$ cat src/hdl/ppgd_map.svh
`ifndef PPGD_MAP_SVH
`define PPGD_MAP_SVH

// ----------------------------------------------------------------------------
// Register offsets
// ----------------------------------------------------------------------------
`define PPGD_ADDR_CTRL      8'h71
`define PPGD_ADDR_STAT      8'h72
`define PPGD_ADDR_FLAG      8'h73

// ----------------------------------------------------------------------------
// Field positions
// ----------------------------------------------------------------------------
`define PPGD_CTRL_SEL_LO    0
`define PPGD_CTRL_SEL_HI    1
`define PPGD_CTRL_GEN_FLIP  2
`define PPGD_CTRL_DET_FLIP  3
`define PPGD_STAT_SYNC_EN   0
`define PPGD_STAT_SYNC      1
`define PPGD_STAT_INJECT    2
`define PPGD_STAT_BER_EN    3
`define PPGD_FLAG_SYNC      0
`define PPGD_FLAG_BER       3

// ----------------------------------------------------------------------------
// Reset values
// ----------------------------------------------------------------------------
`define PPGD_RST_BYTE       8'h00
`define PPGD_RST_TAPS       20'h00000

// ----------------------------------------------------------------------------
// Detector thresholds: run and window in bit periods, loss in errors
// ----------------------------------------------------------------------------
`define PPGD_SYNC_RUN       6'h30
`define PPGD_WIN_LAST       6'h2F
`define PPGD_LOSS_ERRS      4'hA

`endif

$ cat src/hdl/ppgd_pkg.sv
package ppgd_pkg;

  // --------------------------------------------------------------------------
  // Pattern codes and detector states
  // --------------------------------------------------------------------------
  typedef enum logic [1:0] {
    PPGD_PAT_15   = 2'b00,
    PPGD_PAT_20   = 2'b01,
    PPGD_PAT_11   = 2'b10,
    PPGD_PAT_RSVD = 2'b11
  } ppgd_pat_t;

  typedef enum logic {
    PPGD_HUNT   = 1'b0,
    PPGD_LOCKED = 1'b1
  } ppgd_sync_t;

  // --------------------------------------------------------------------------
  // Carriers
  // --------------------------------------------------------------------------
  typedef struct packed {
    logic       en;
    logic       data;
  } ppgd_bit_t;

  typedef struct packed {
    logic [7:0] addr;
    logic [7:0] wdata;
    logic       wr;
    logic       rd;
  } ppgd_bus_t;

  typedef struct packed {
    logic [19:0] taps;
  } ppgd_lfsr_st_t;

endpackage

$ cat src/hdl/ppgd_lfsr.sv
`timescale 1ns/10ps
`default_nettype none
`include "ppgd_map.svh"

module ppgd_lfsr
  import ppgd_pkg::*;
(
  input  wire logic      clk,
  input  wire logic      rst_n,
  input  wire ppgd_pat_t sel,
  input  wire logic      shift,
  input  wire logic      load_ext,
  input  wire logic      ext_bit,
  output logic           fb
);

  ppgd_lfsr_st_t st_ff;
  ppgd_lfsr_st_t nxt_st;

  // --------------------------------------------------------------------------
  // Feedback and lock-up detect per length
  // --------------------------------------------------------------------------
  function automatic logic pat_fb(input ppgd_pat_t s, input logic [19:0] t);
    unique case (s)
      PPGD_PAT_20: pat_fb = t[19] ^ t[2];
      PPGD_PAT_11: pat_fb = t[10] ^ t[8];
      default:     pat_fb = t[14] ^ t[13];
    endcase
  endfunction

  function automatic logic pat_zero(input ppgd_pat_t s, input logic [19:0] t);
    unique case (s)
      PPGD_PAT_20: pat_zero = (t[19:0] == 20'h00000);
      PPGD_PAT_11: pat_zero = (t[10:0] == 11'h000);
      default:     pat_zero = (t[14:0] == 15'h0000);
    endcase
  endfunction

  assign fb = pat_fb(sel, st_ff.taps);

  // Generator escapes the all-zero state; the detector follows received bits
  always_comb
  begin
    nxt_st = st_ff;
    if (shift)
    begin
      if (load_ext)
        nxt_st.taps = {st_ff.taps[18:0], ext_bit};
      else
        nxt_st.taps = {st_ff.taps[18:0], fb | pat_zero(sel, st_ff.taps)};
    end
  end

  always_ff @(posedge clk or negedge rst_n)
  begin
    if (!rst_n)
      st_ff <= '{taps: `PPGD_RST_TAPS};
    else
      st_ff <= nxt_st;
  end

endmodule

`default_nettype wire

$ cat src/hdl/ppgd_top.sv
// Contract
// - The two-bit pattern select picks 2^15-1 (00), 2^20-1 (01) or 2^11-1 (10) for generator and detector.
// - A pending bit-error flag drives the interrupt only while its enable is 1.
// - Setting the inject bit flips exactly one generated bit, after which hardware clears the bit.
// - Ten or more errors inside a fixed 48-bit window take the detector out of sync.
// - At least 48 consecutive error-free bits bring the detector into sync.
// - The sync state reads as a read-only status bit, 1 in sync and 0 out of sync.
// - A pending sync-change flag drives the interrupt only while its enable is 1.
// - Any mismatched bit while in sync sets the sticky bit-error flag, cleared by writing 1.
// - Every change of the sync state sets the sticky sync-change flag, cleared by writing 1.
// - With the generator flip control at 1 the generated pattern is complemented.
// - With the detector flip control at 1 received data is complemented before detection.
`timescale 1ns/10ps
`default_nettype none
`include "ppgd_map.svh"

module ppgd_top
  import ppgd_pkg::*;
(
  input  wire logic      clk,
  input  wire logic      rst_n,
  input  wire ppgd_bus_t bus,
  output logic [7:0]     rd_data,
  input  wire logic      tx_en,
  output logic           tx_bit,
  input  wire ppgd_bit_t rx,
  output logic           irq
);

  // --------------------------------------------------------------------------
  // State
  // --------------------------------------------------------------------------
  typedef struct packed {
    ppgd_pat_t  pattern_select;
    logic       generator_output_flip;
    logic       detector_input_flip;
    logic       bit_error_irq_enable;
    logic       one_error_inject;
    logic       sync_change_irq_enable;
    ppgd_sync_t sync_state;
    logic       bit_error_flag;
    logic       sync_change_flag;
    logic [5:0] run_cnt;
    logic [5:0] win_cnt;
    logic [3:0] err_cnt;
    logic       tx_bit;
    logic [7:0] rd_data;
    logic       irq;
  } ppgd_st_t;

  ppgd_st_t st_ff;
  ppgd_st_t nxt_st;

  logic gen_fb;
  logic det_fb;
  logic det_in;
  logic det_err;
  logic wr_ctrl;
  logic wr_stat;
  logic wr_flag;
  logic ber_evt;
  logic sync_evt;

  // --------------------------------------------------------------------------
  // Helpers
  // --------------------------------------------------------------------------
  function automatic logic [7:0] read_word(input logic [7:0] a, input ppgd_st_t s);
    logic [7:0] w;
    w = `PPGD_RST_BYTE;
    unique case (a)
      `PPGD_ADDR_CTRL:
      begin
        w[`PPGD_CTRL_SEL_HI:`PPGD_CTRL_SEL_LO] = s.pattern_select;
        w[`PPGD_CTRL_GEN_FLIP]                 = s.generator_output_flip;
        w[`PPGD_CTRL_DET_FLIP]                 = s.detector_input_flip;
      end
      `PPGD_ADDR_STAT:
      begin
        w[`PPGD_STAT_SYNC_EN] = s.sync_change_irq_enable;
        w[`PPGD_STAT_SYNC]    = (s.sync_state == PPGD_LOCKED);
        w[`PPGD_STAT_INJECT]  = s.one_error_inject;
        w[`PPGD_STAT_BER_EN]  = s.bit_error_irq_enable;
      end
      `PPGD_ADDR_FLAG:
      begin
        w[`PPGD_FLAG_SYNC] = s.sync_change_flag;
        w[`PPGD_FLAG_BER]  = s.bit_error_flag;
      end
      default:
        w = `PPGD_RST_BYTE;
    endcase
    return w;
  endfunction

  function automatic logic irq_level(input ppgd_st_t s);
    return (s.bit_error_flag & s.bit_error_irq_enable) |
           (s.sync_change_flag & s.sync_change_irq_enable);
  endfunction

  // --------------------------------------------------------------------------
  // Pattern engines
  // --------------------------------------------------------------------------
  ppgd_lfsr u_gen (
    .clk      (clk),
    .rst_n    (rst_n),
    .sel      (st_ff.pattern_select),
    .shift    (tx_en),
    .load_ext (1'b0),
    .ext_bit  (1'b0),
    .fb       (gen_fb)
  );

  ppgd_lfsr u_det (
    .clk      (clk),
    .rst_n    (rst_n),
    .sel      (st_ff.pattern_select),
    .shift    (rx.en),
    .load_ext (1'b1),
    .ext_bit  (det_in),
    .fb       (det_fb)
  );

  assign det_in  = rx.data ^ st_ff.detector_input_flip;
  assign det_err = det_in ^ det_fb;

  assign wr_ctrl = bus.wr && (bus.addr == `PPGD_ADDR_CTRL);
  assign wr_stat = bus.wr && (bus.addr == `PPGD_ADDR_STAT);
  assign wr_flag = bus.wr && (bus.addr == `PPGD_ADDR_FLAG);

  // --------------------------------------------------------------------------
  // Next state
  // --------------------------------------------------------------------------
  always_comb
  begin
    nxt_st   = st_ff;
    ber_evt  = 1'b0;
    sync_evt = 1'b0;

    // Transmit: inject flips only the output, so the sequence stays intact
    if (tx_en)
    begin
      nxt_st.tx_bit           = gen_fb ^ st_ff.generator_output_flip
                                ^ st_ff.one_error_inject;
      nxt_st.one_error_inject = 1'b0;
    end

    // Detector sync machine
    if (rx.en)
    begin
      unique case (st_ff.sync_state)
        PPGD_HUNT:
        begin
          if (det_err)
            nxt_st.run_cnt = 6'h00;
          else if (st_ff.run_cnt + 6'h01 == `PPGD_SYNC_RUN)
          begin
            nxt_st.sync_state = PPGD_LOCKED;
            nxt_st.run_cnt    = 6'h00;
            nxt_st.win_cnt    = 6'h00;
            nxt_st.err_cnt    = 4'h0;
          end
          else
            nxt_st.run_cnt = st_ff.run_cnt + 6'h01;
        end
        PPGD_LOCKED:
        begin
          nxt_st.err_cnt = st_ff.err_cnt + {3'h0, det_err};
          nxt_st.win_cnt = st_ff.win_cnt + 6'h01;
          if (det_err)
          begin
            ber_evt               = 1'b1;
            nxt_st.bit_error_flag = 1'b1;
          end
          if (nxt_st.err_cnt >= `PPGD_LOSS_ERRS)
          begin
            nxt_st.sync_state = PPGD_HUNT;
            nxt_st.run_cnt    = 6'h00;
            nxt_st.win_cnt    = 6'h00;
            nxt_st.err_cnt    = 4'h0;
          end
          else if (st_ff.win_cnt == `PPGD_WIN_LAST)
          begin
            nxt_st.win_cnt = 6'h00;
            nxt_st.err_cnt = 4'h0;
          end
        end
      endcase
    end

    if (nxt_st.sync_state != st_ff.sync_state)
    begin
      sync_evt                = 1'b1;
      nxt_st.sync_change_flag = 1'b1;
    end

    // Software writes; a write to the inject bit lands after the hardware clear
    if (wr_ctrl)
    begin
      nxt_st.pattern_select        = ppgd_pat_t'(bus.wdata[`PPGD_CTRL_SEL_HI:`PPGD_CTRL_SEL_LO]);
      nxt_st.generator_output_flip = bus.wdata[`PPGD_CTRL_GEN_FLIP];
      nxt_st.detector_input_flip   = bus.wdata[`PPGD_CTRL_DET_FLIP];
    end
    if (wr_stat)
    begin
      nxt_st.sync_change_irq_enable = bus.wdata[`PPGD_STAT_SYNC_EN];
      nxt_st.one_error_inject       = bus.wdata[`PPGD_STAT_INJECT];
      nxt_st.bit_error_irq_enable   = bus.wdata[`PPGD_STAT_BER_EN];
    end
    // Clear only what was pending before this cycle, so a new event wins
    if (wr_flag)
    begin
      nxt_st.bit_error_flag   = (st_ff.bit_error_flag & ~bus.wdata[`PPGD_FLAG_BER]) | ber_evt;
      nxt_st.sync_change_flag = (st_ff.sync_change_flag & ~bus.wdata[`PPGD_FLAG_SYNC]) | sync_evt;
    end

    nxt_st.rd_data = bus.rd ? read_word(bus.addr, st_ff) : `PPGD_RST_BYTE;
    nxt_st.irq     = irq_level(nxt_st);
  end

  always_ff @(posedge clk or negedge rst_n)
  begin
    if (!rst_n)
    begin
      st_ff                        <= '0;
      st_ff.pattern_select         <= PPGD_PAT_15;
      st_ff.sync_state             <= PPGD_HUNT;
    end
    else
      st_ff <= nxt_st;
  end

  assign rd_data = st_ff.rd_data;
  assign tx_bit  = st_ff.tx_bit;
  assign irq     = st_ff.irq;
endmodule

`default_nettype wire

$ cat config.mk
export PLATFORM = sky130hd
export DESIGN_NAME = ppgd_top
export DESIGN_NICKNAME = d
export VERILOG_FILES = /design/src/hdl/ppgd_pkg.sv /design/src/hdl/ppgd_lfsr.sv /design/src/hdl/ppgd_top.sv
export VERILOG_INCLUDE_DIRS = /design/src /design/src/hdl
export SDC_FILE = /design/constraint.sdc
export NUM_CORES = 1
export LEC_CHECK = 0
export BUFFER_PORTS_ARGS = -buffer_cell sky130_fd_sc_hd__buf_2
export CELL_PAD_IN_SITES_DETAIL_PLACEMENT = 0
export CELL_PAD_IN_SITES_GLOBAL_PLACEMENT = 2
export CORE_MARGIN = 3
export CORE_UTILIZATION = 42
export CTS_CLUSTER_SIZE = 12
export DETAILED_ROUTE_END_ITERATION = 6
export PLACE_DENSITY_LB_ADDON = 0.1
export SYNTH_ARGS = -nofsm -noshare
export SYNTH_HDL_FRONTEND = slang
export SYNTH_SLANG_ARGS = --single-unit
$ cat constraint.sdc
create_clock -name clk -period 4.6 [get_ports clk]
set_clock_uncertainty 0.05 [all_clocks]
set_input_delay 0.92 -clock clk [delete_from_list [all_inputs] [get_ports clk]]
set_output_delay 0.92 -clock clk [all_outputs]
set_load 0.05 [all_outputs]
==> run metrics, run 1 <==
status finished clean; Final Hold Fails 0; ANT cells 0; post-synthesis cell area 0.00342 mm²; initial antenna violation count 0; CTS resizes 0; DRT met1 WL just over 3000 µm; DRC violations left 0; most common cell after layout, fill and taps aside dfrtp_1; met3 routed WL 207 µm; post-route non-filler standard cell count 425; HP Class register to register; placed instance count 410; H-tree Lvls 3; most frequent cells in the layout 72 x dfrtp_1, 42 x mux2_2, 24 x nand2_1, 24 x buf_2, 16 x o21ai_0; Max clock buf depth 2; crit path max-delay cell type nor2_1; post-CTS setup buffers 0; CTS Root Cell clkbuf_8; max layer used met4; worst stage delay on the critical path approximately 0.4 ns; # rows 32; P per Cell Area 484 mW/mm²; hold_buf cts 0; Yosys reg bits 72; fraction of registers with async set/reset 100%; Vias/cell about 5.2; period utilisation layout 73.8%; Total GRT Usage 14.6%; Antenna Violating Nets Remaining 0; Final Setup Violations 0; Core Area between 0.007 and 0.008 mm²; wire per inst 14.4 µm; post-route minimum period 3.40 ns; layout cells sized above 1 28.2%; Max Cap Viol 0; yosys warns 0; Leakage Power around 1.7 nW; VDD IR max 0.187 mV; CTS clk-pin slew, worst paths 0.08 ns; CP cell instances inv_1, ha_1, a221oi_2, a21oi_1, xor2_1, buf_4, inv_1, ha_1, ha_1, xor2_1, o211ai_2, nand2_1, nor2_1, a21o_1, a21boi_0; global-route wire length before repair 10300 µm; FILL cells about 720; Cells after Synth 296; RSZ-0062 raised after global routing false; post-synthesis average cell area 11.6 µm²; Die ar. ~0.009 mm²; DR iter-0 viols 74; TNS Setup 0 ns; Slew headroom about 40%; post-DP HPWL 4180 µm; endpoint class of the critical path register; CTS tree yes; Startpoint Class register; grt total ovfl 0; Area growth syn-to-layout 10.6%; hold slack roughly 0.45 ns; WL met2 2810 µm; final core occ roughly 48%; Die Y-Extent 96.2 µm; Least-Margin Pin Slew 0.893 ns; starting density of the core 43.8%; CTS Buf Count 9; Port-buffer cells 24; WP data arrival 3.61 ns; EDFF count, synth 0; overall power after layout ~1.8 mW; distinct cell type count after synthesis 51; most used cell, CP ha_1; drt pass-1 iters 4; final wirelength 6110 µm; f_max around 290 MHz; layout net count 349; largest net degree at the start of global routing 73; clock sinks 72; Final GP Congestion 0.780; critical path class register to register; Final Max Slew Viols 0; Required @ worst endpoint 4.82 ns; worst-skew pair later-pin latency about 0.34 ns; register area share after synthesis a little over half; Ports 33; ys flop type dfrtp_1; Max Fanout on Critical Path 11; Die W 96.2 µm; vias in the first global route about 2200; Vias 2227
## Yosys cell counts, types with 2 or more instances
cell      instances  share of area, %
a31o_2            2              0.51
buf_4             8               1.8
xor2_1            8               2.0
and2_1            2              0.37
a21oi_1           4              0.59
nor3_1            5              0.73
a22oi_1           4              0.88
mux2_2           42                14
a21o_1            3              0.66
buf_2             2              0.29
a22o_1            3              0.77
a41oi_1           3              0.77
o21ai_0          16               2.3
nor2_1           12               1.3
a31oi_1           6               1.1
dfrtp_1          72                53
xnor2_1           3              0.77
and3_1            4              0.73
inv_1             7              0.77
nand4b_1          2              0.51
a21boi_0          2              0.44
clkbuf_1          5              0.55
nor2b_1           5              0.91
nand2b_1          4              0.73
o31ai_1           3              0.66
ha_1              7               2.6
nand3_1          13               1.9
nor4_1            3              0.55
nand2_1          24               2.6
## per-stage QoR
| step | cell area [µm²] | setup WS, ns |
|---|---|---|
| after detailed placement | 3590 | 0.974 |
| after floorplan | 3430 | 1.51 |
| after global routing | 3780 | 0.840 |
| after CTS | 3780 | 1.18 |
| after global placement | 3590 | 0.941 |
| final | 3780 | 1.20 |
## cell type report
type                       instances  area, µm²  area share [%]
multi-input combinational        203       1500            39.6
tap                              102        128            3.37
clock inverter                     5       56.3            1.49
inverter                           7       26.3           0.694
timing repair buffer              26        135            3.57
sequential                        72       1800            47.6
clock buffer                      10        138            3.64
## registers in the layout, summed over array words and instances (netlist names)
name / cells
u_det.st_ff: 20
irq: 1
st_ff: 26
u_gen.st_ff: 20
rd_data: 4
tx_bit: 1
## routing by layer
metal  up-vias  GRT usage [%]
met4         0           4.74
met3         6           5.00
li1       1109              -
met2        24           22.1
met5         -              0
met1      1088           19.6
## cells by family (layout without fill, tap and decap cells)
logic type      count (synthesis)  in the layout  synth area share (%)
compound gates                 57             57                  11.7
xor+xnor                       11             11                  2.82
fa+ha+maj                       7              7                  2.56
buf+inv                        24             48                  3.81
flops                          72             72                  52.7
mux                            42             42                  13.8
other cells                     1              4                 0.110
simple gates                   82             82                  12.4
## final timing paths
check	start	endpoint	slack, ns	cells past startpoint
setup / recovery	st_ff[34]	st_ff[12]	1.20	15
hold / removal	u_det.st_ff[15]	u_det.st_ff[16]	0.45	1
setup reg to reg	st_ff[34]	st_ff[12]	1.20	15
hold reg to reg	u_det.st_ff[15]	u_det.st_ff[16]	0.45	1
max in group asynchronous	rst_n	st_ff[25]	3.19	2
min in group asynchronous	rst_n	u_gen.st_ff[6]	0.73	2
## report_power, final
group          internal [mW]  switching [mW]
Sequential             0.810           0.130
Clock                  0.262           0.232
Combinational          0.216           0.181
## critical path, delay by kind of cell (launching register included)
kind            cells  cell delay, ns
compound gates      5            0.85
flops               1            0.35
fa+ha+maj           3            0.83
xor+xnor            2            0.31
simple gates        2            0.58
buf+inv             3            0.33
Power figures use the tool's default switching activity.
==> inputs of run 2 (changes only) <==
Settings changed: CORE_UTILIZATION 42 to 36.
Clock period 4.6 ns to 3.07 ns, I/O delays scaled along.
==> run metrics, run 2 (synthesis gave the netlist of run 1 again) <==
status finished clean; worst-skew pair later-pin latency 0.34 ns (about the same); Ports 33 (unchanged); grt total ovfl 0 (unchanged); post-DP HPWL 4580 µm (+9.7%); most frequent cells in the layout 72 x dfrtp_1, 42 x mux2_2, 24 x buf_2, 22 x nand2_1, 16 x o21ai_0; DRC violations left 0 (unchanged); global-route wire length before repair 10900 µm (+6.3%); Max Cap Viol 0 (unchanged); CTS tree yes; endpoint class of the critical path register; clock sinks 72 (unchanged); Least-Margin Pin Slew 0.711 ns (-0.182 ns); Startpoint Class register; Total GRT Usage 13.2% (-1.5 points); Worst Setup SP st_ff[35]; layout net count 357 (+2.3%); CP Depth 13 (-2); Area growth syn-to-layout 16.5%; final wirelength 6450 µm (+5.6%); drt pass-1 iters 4 (unchanged); period utilisation layout 94.1% (+20 points); final core occ 44.4% (-4.1 points); crit path max-delay cell type dfrtp_1; Die ar. 0.0107 mm² (+16%); wire per inst 14.1 µm (-2.0%); Final Max Slew Viols 0 (unchanged); vias in the first global route 2262 (+3.2%); starting density of the core 38.1% (-5.7 points); post-route non-filler standard cell count 458 (+7.8%); Die Y-Extent 103 µm (+7.5%); Slew headroom 52.6% (+12 points); Vias/cell 5.01 (-4.5%); CTS Buf Count 9 (unchanged); Die W 103 µm (+7.5%); Antenna Violating Nets Remaining 0 (unchanged); Leakage Power 1.78 nW (+3.8%); hold slack 0.265 ns (-0.187 ns); CP cell instances inv_2, ha_2, a221oi_2, a21oi_1, xor2_1, inv_1, ha_4, ha_2, xor2_1, o211ai_2, o21ai_0, a31o_2, a22o_1; reg2reg start st_ff[35]; leading registers by flop count st_ff (26), u_det.st_ff (20), u_gen.st_ff (20); P per Cell Area 739 mW/mm² (+53%); Port-buffer cells 24 (unchanged); worst stage delay on the critical path 0.44 ns (+0.04 ns); slack of the worst reg-to-reg path 0.18 ns (-1.02 ns); WP data arrival 3.07 ns (-0.54 ns); critical path class register to register; initial antenna violation count 0 (unchanged); most flop-heavy register st_ff; DP Worst Slack 0.0664 ns (-0.907 ns); Setup crit end irq; placed instance count 440 (+7.3%); ANT cells 0 (unchanged); HP Class primary input to async pin; Buffers & Inverters on Critical Path 2 (-1); CTS clk-pin slew, worst paths 0.08 ns (about the same); f_max 346 MHz (+18%); Top Family by Delay on Critical Path compound AO/OA/AOI/OAI gates; Vias 2293 (+3.0%); largest net degree at the start of global routing 43 (-41%); DR iter-0 viols 58 (-22%); most common cell after layout, fill and taps aside dfrtp_1; Required @ worst endpoint 3.25 ns (-1.57 ns); R2R depth 13 (-2); max FFs per register 26 (unchanged); final worst slack 0.181 ns (-1.02 ns); r2r endpoint irq; Final Hold Fails 0 (unchanged); Core Area 0.00898 mm² (+15%); post-route minimum period 2.89 ns (-0.507 ns); VDD IR max 0.248 mV (+33%); Final Setup Violations 0 (unchanged); layout cells sized above 1 32.8% (+4.7 points); Final GP Congestion 0.770 (-1.4%); CTS Root Cell clkbuf_8; TNS Setup 0 ns (unchanged); Max clock buf depth 2 (unchanged); H-tree Lvls 3 (unchanged); # rows 34 (+6.3%); Max Fanout on Critical Path 4 (-7)
[run 2: changes by cell type in the layout (fill, tap and decap cells not counted), moves of 2 or more]
cell and change:
inv_1 -2, ha_2 +2, buf_4 +6, bufinv_16 +2, inv_2 +2, nand2_1 -2, clkinv_4 +2, clkinv_2 -2
ha_4 +2, nand2_2 +2, ha_1 -4
[run 2: power breakdown]
group | switching [mW] | internal (mW) | total (mW)
registers | 0.200 | 1.21 | 1.41
clock network | 0.365 | 0.546 | 0.911
logic | 0.281 | 0.337 | 0.618
total | 0.846 | 2.10 | 2.94
[run 2: what timing repair did]
action / 4_1_cts / 5_1_grt
buffers inserted: 0 / 2
resized for setup: 0 / 13
hold buffers: 0 / 0
setup endpoints to repair: 0 / 16
[run 2: metrics by stage]
| stage | power, mW | area (µm²) |
|---|---|---|
| finish | 2.94 | 3980 |
| floorplan | 1.87 | 3430 |
| global placement | 2.04 | 3680 |
| detailed placement | 2.05 | 3680 |
| CTS | 2.99 | 3920 |
| global route | 3.14 | 3980 |
[run 2: worst min path at each step]
stage / from / endpoint / slack, ns / cells past startpoint
2_1_floorplan: rst_n / irq / 0.27 / 0
3_3_place_gp: u_det.st_ff[7] / u_det.st_ff[8] / 0.43 / 1
3_5_place_dp: u_det.st_ff[4] / u_det.st_ff[5] / 0.44 / 1
4_1_cts: rst_n / u_gen.st_ff[11] / 0.28 / 1
5_1_grt: rst_n / u_gen.st_ff[11] / 0.30 / 1
6_report: rst_n / u_gen.st_ff[11] / 0.26 / 1
[run 2: layout make-up]
| class | count | area, µm² |
|---|---|---|
| fill | 863 | 4990 |
| sequential | 72 | 1800 |
| multi-input combinational | 203 | 1540 |
| timing repair buffer | 34 | 211 |
| tap | 126 | 158 |
| clock buffer | 10 | 128 |
| clock inverter | 6 | 116 |
| inverter | 7 | 26.3 |
[run 2: routing by layer]
layer	up-vias	wire length (µm)	GRT usage, %
li1	1123	-	-
met1	1138	3160	17.6
met2	27	3030	20.5
met3	5	203	4.16
met4	0	53	3.88
met5	-	0	0
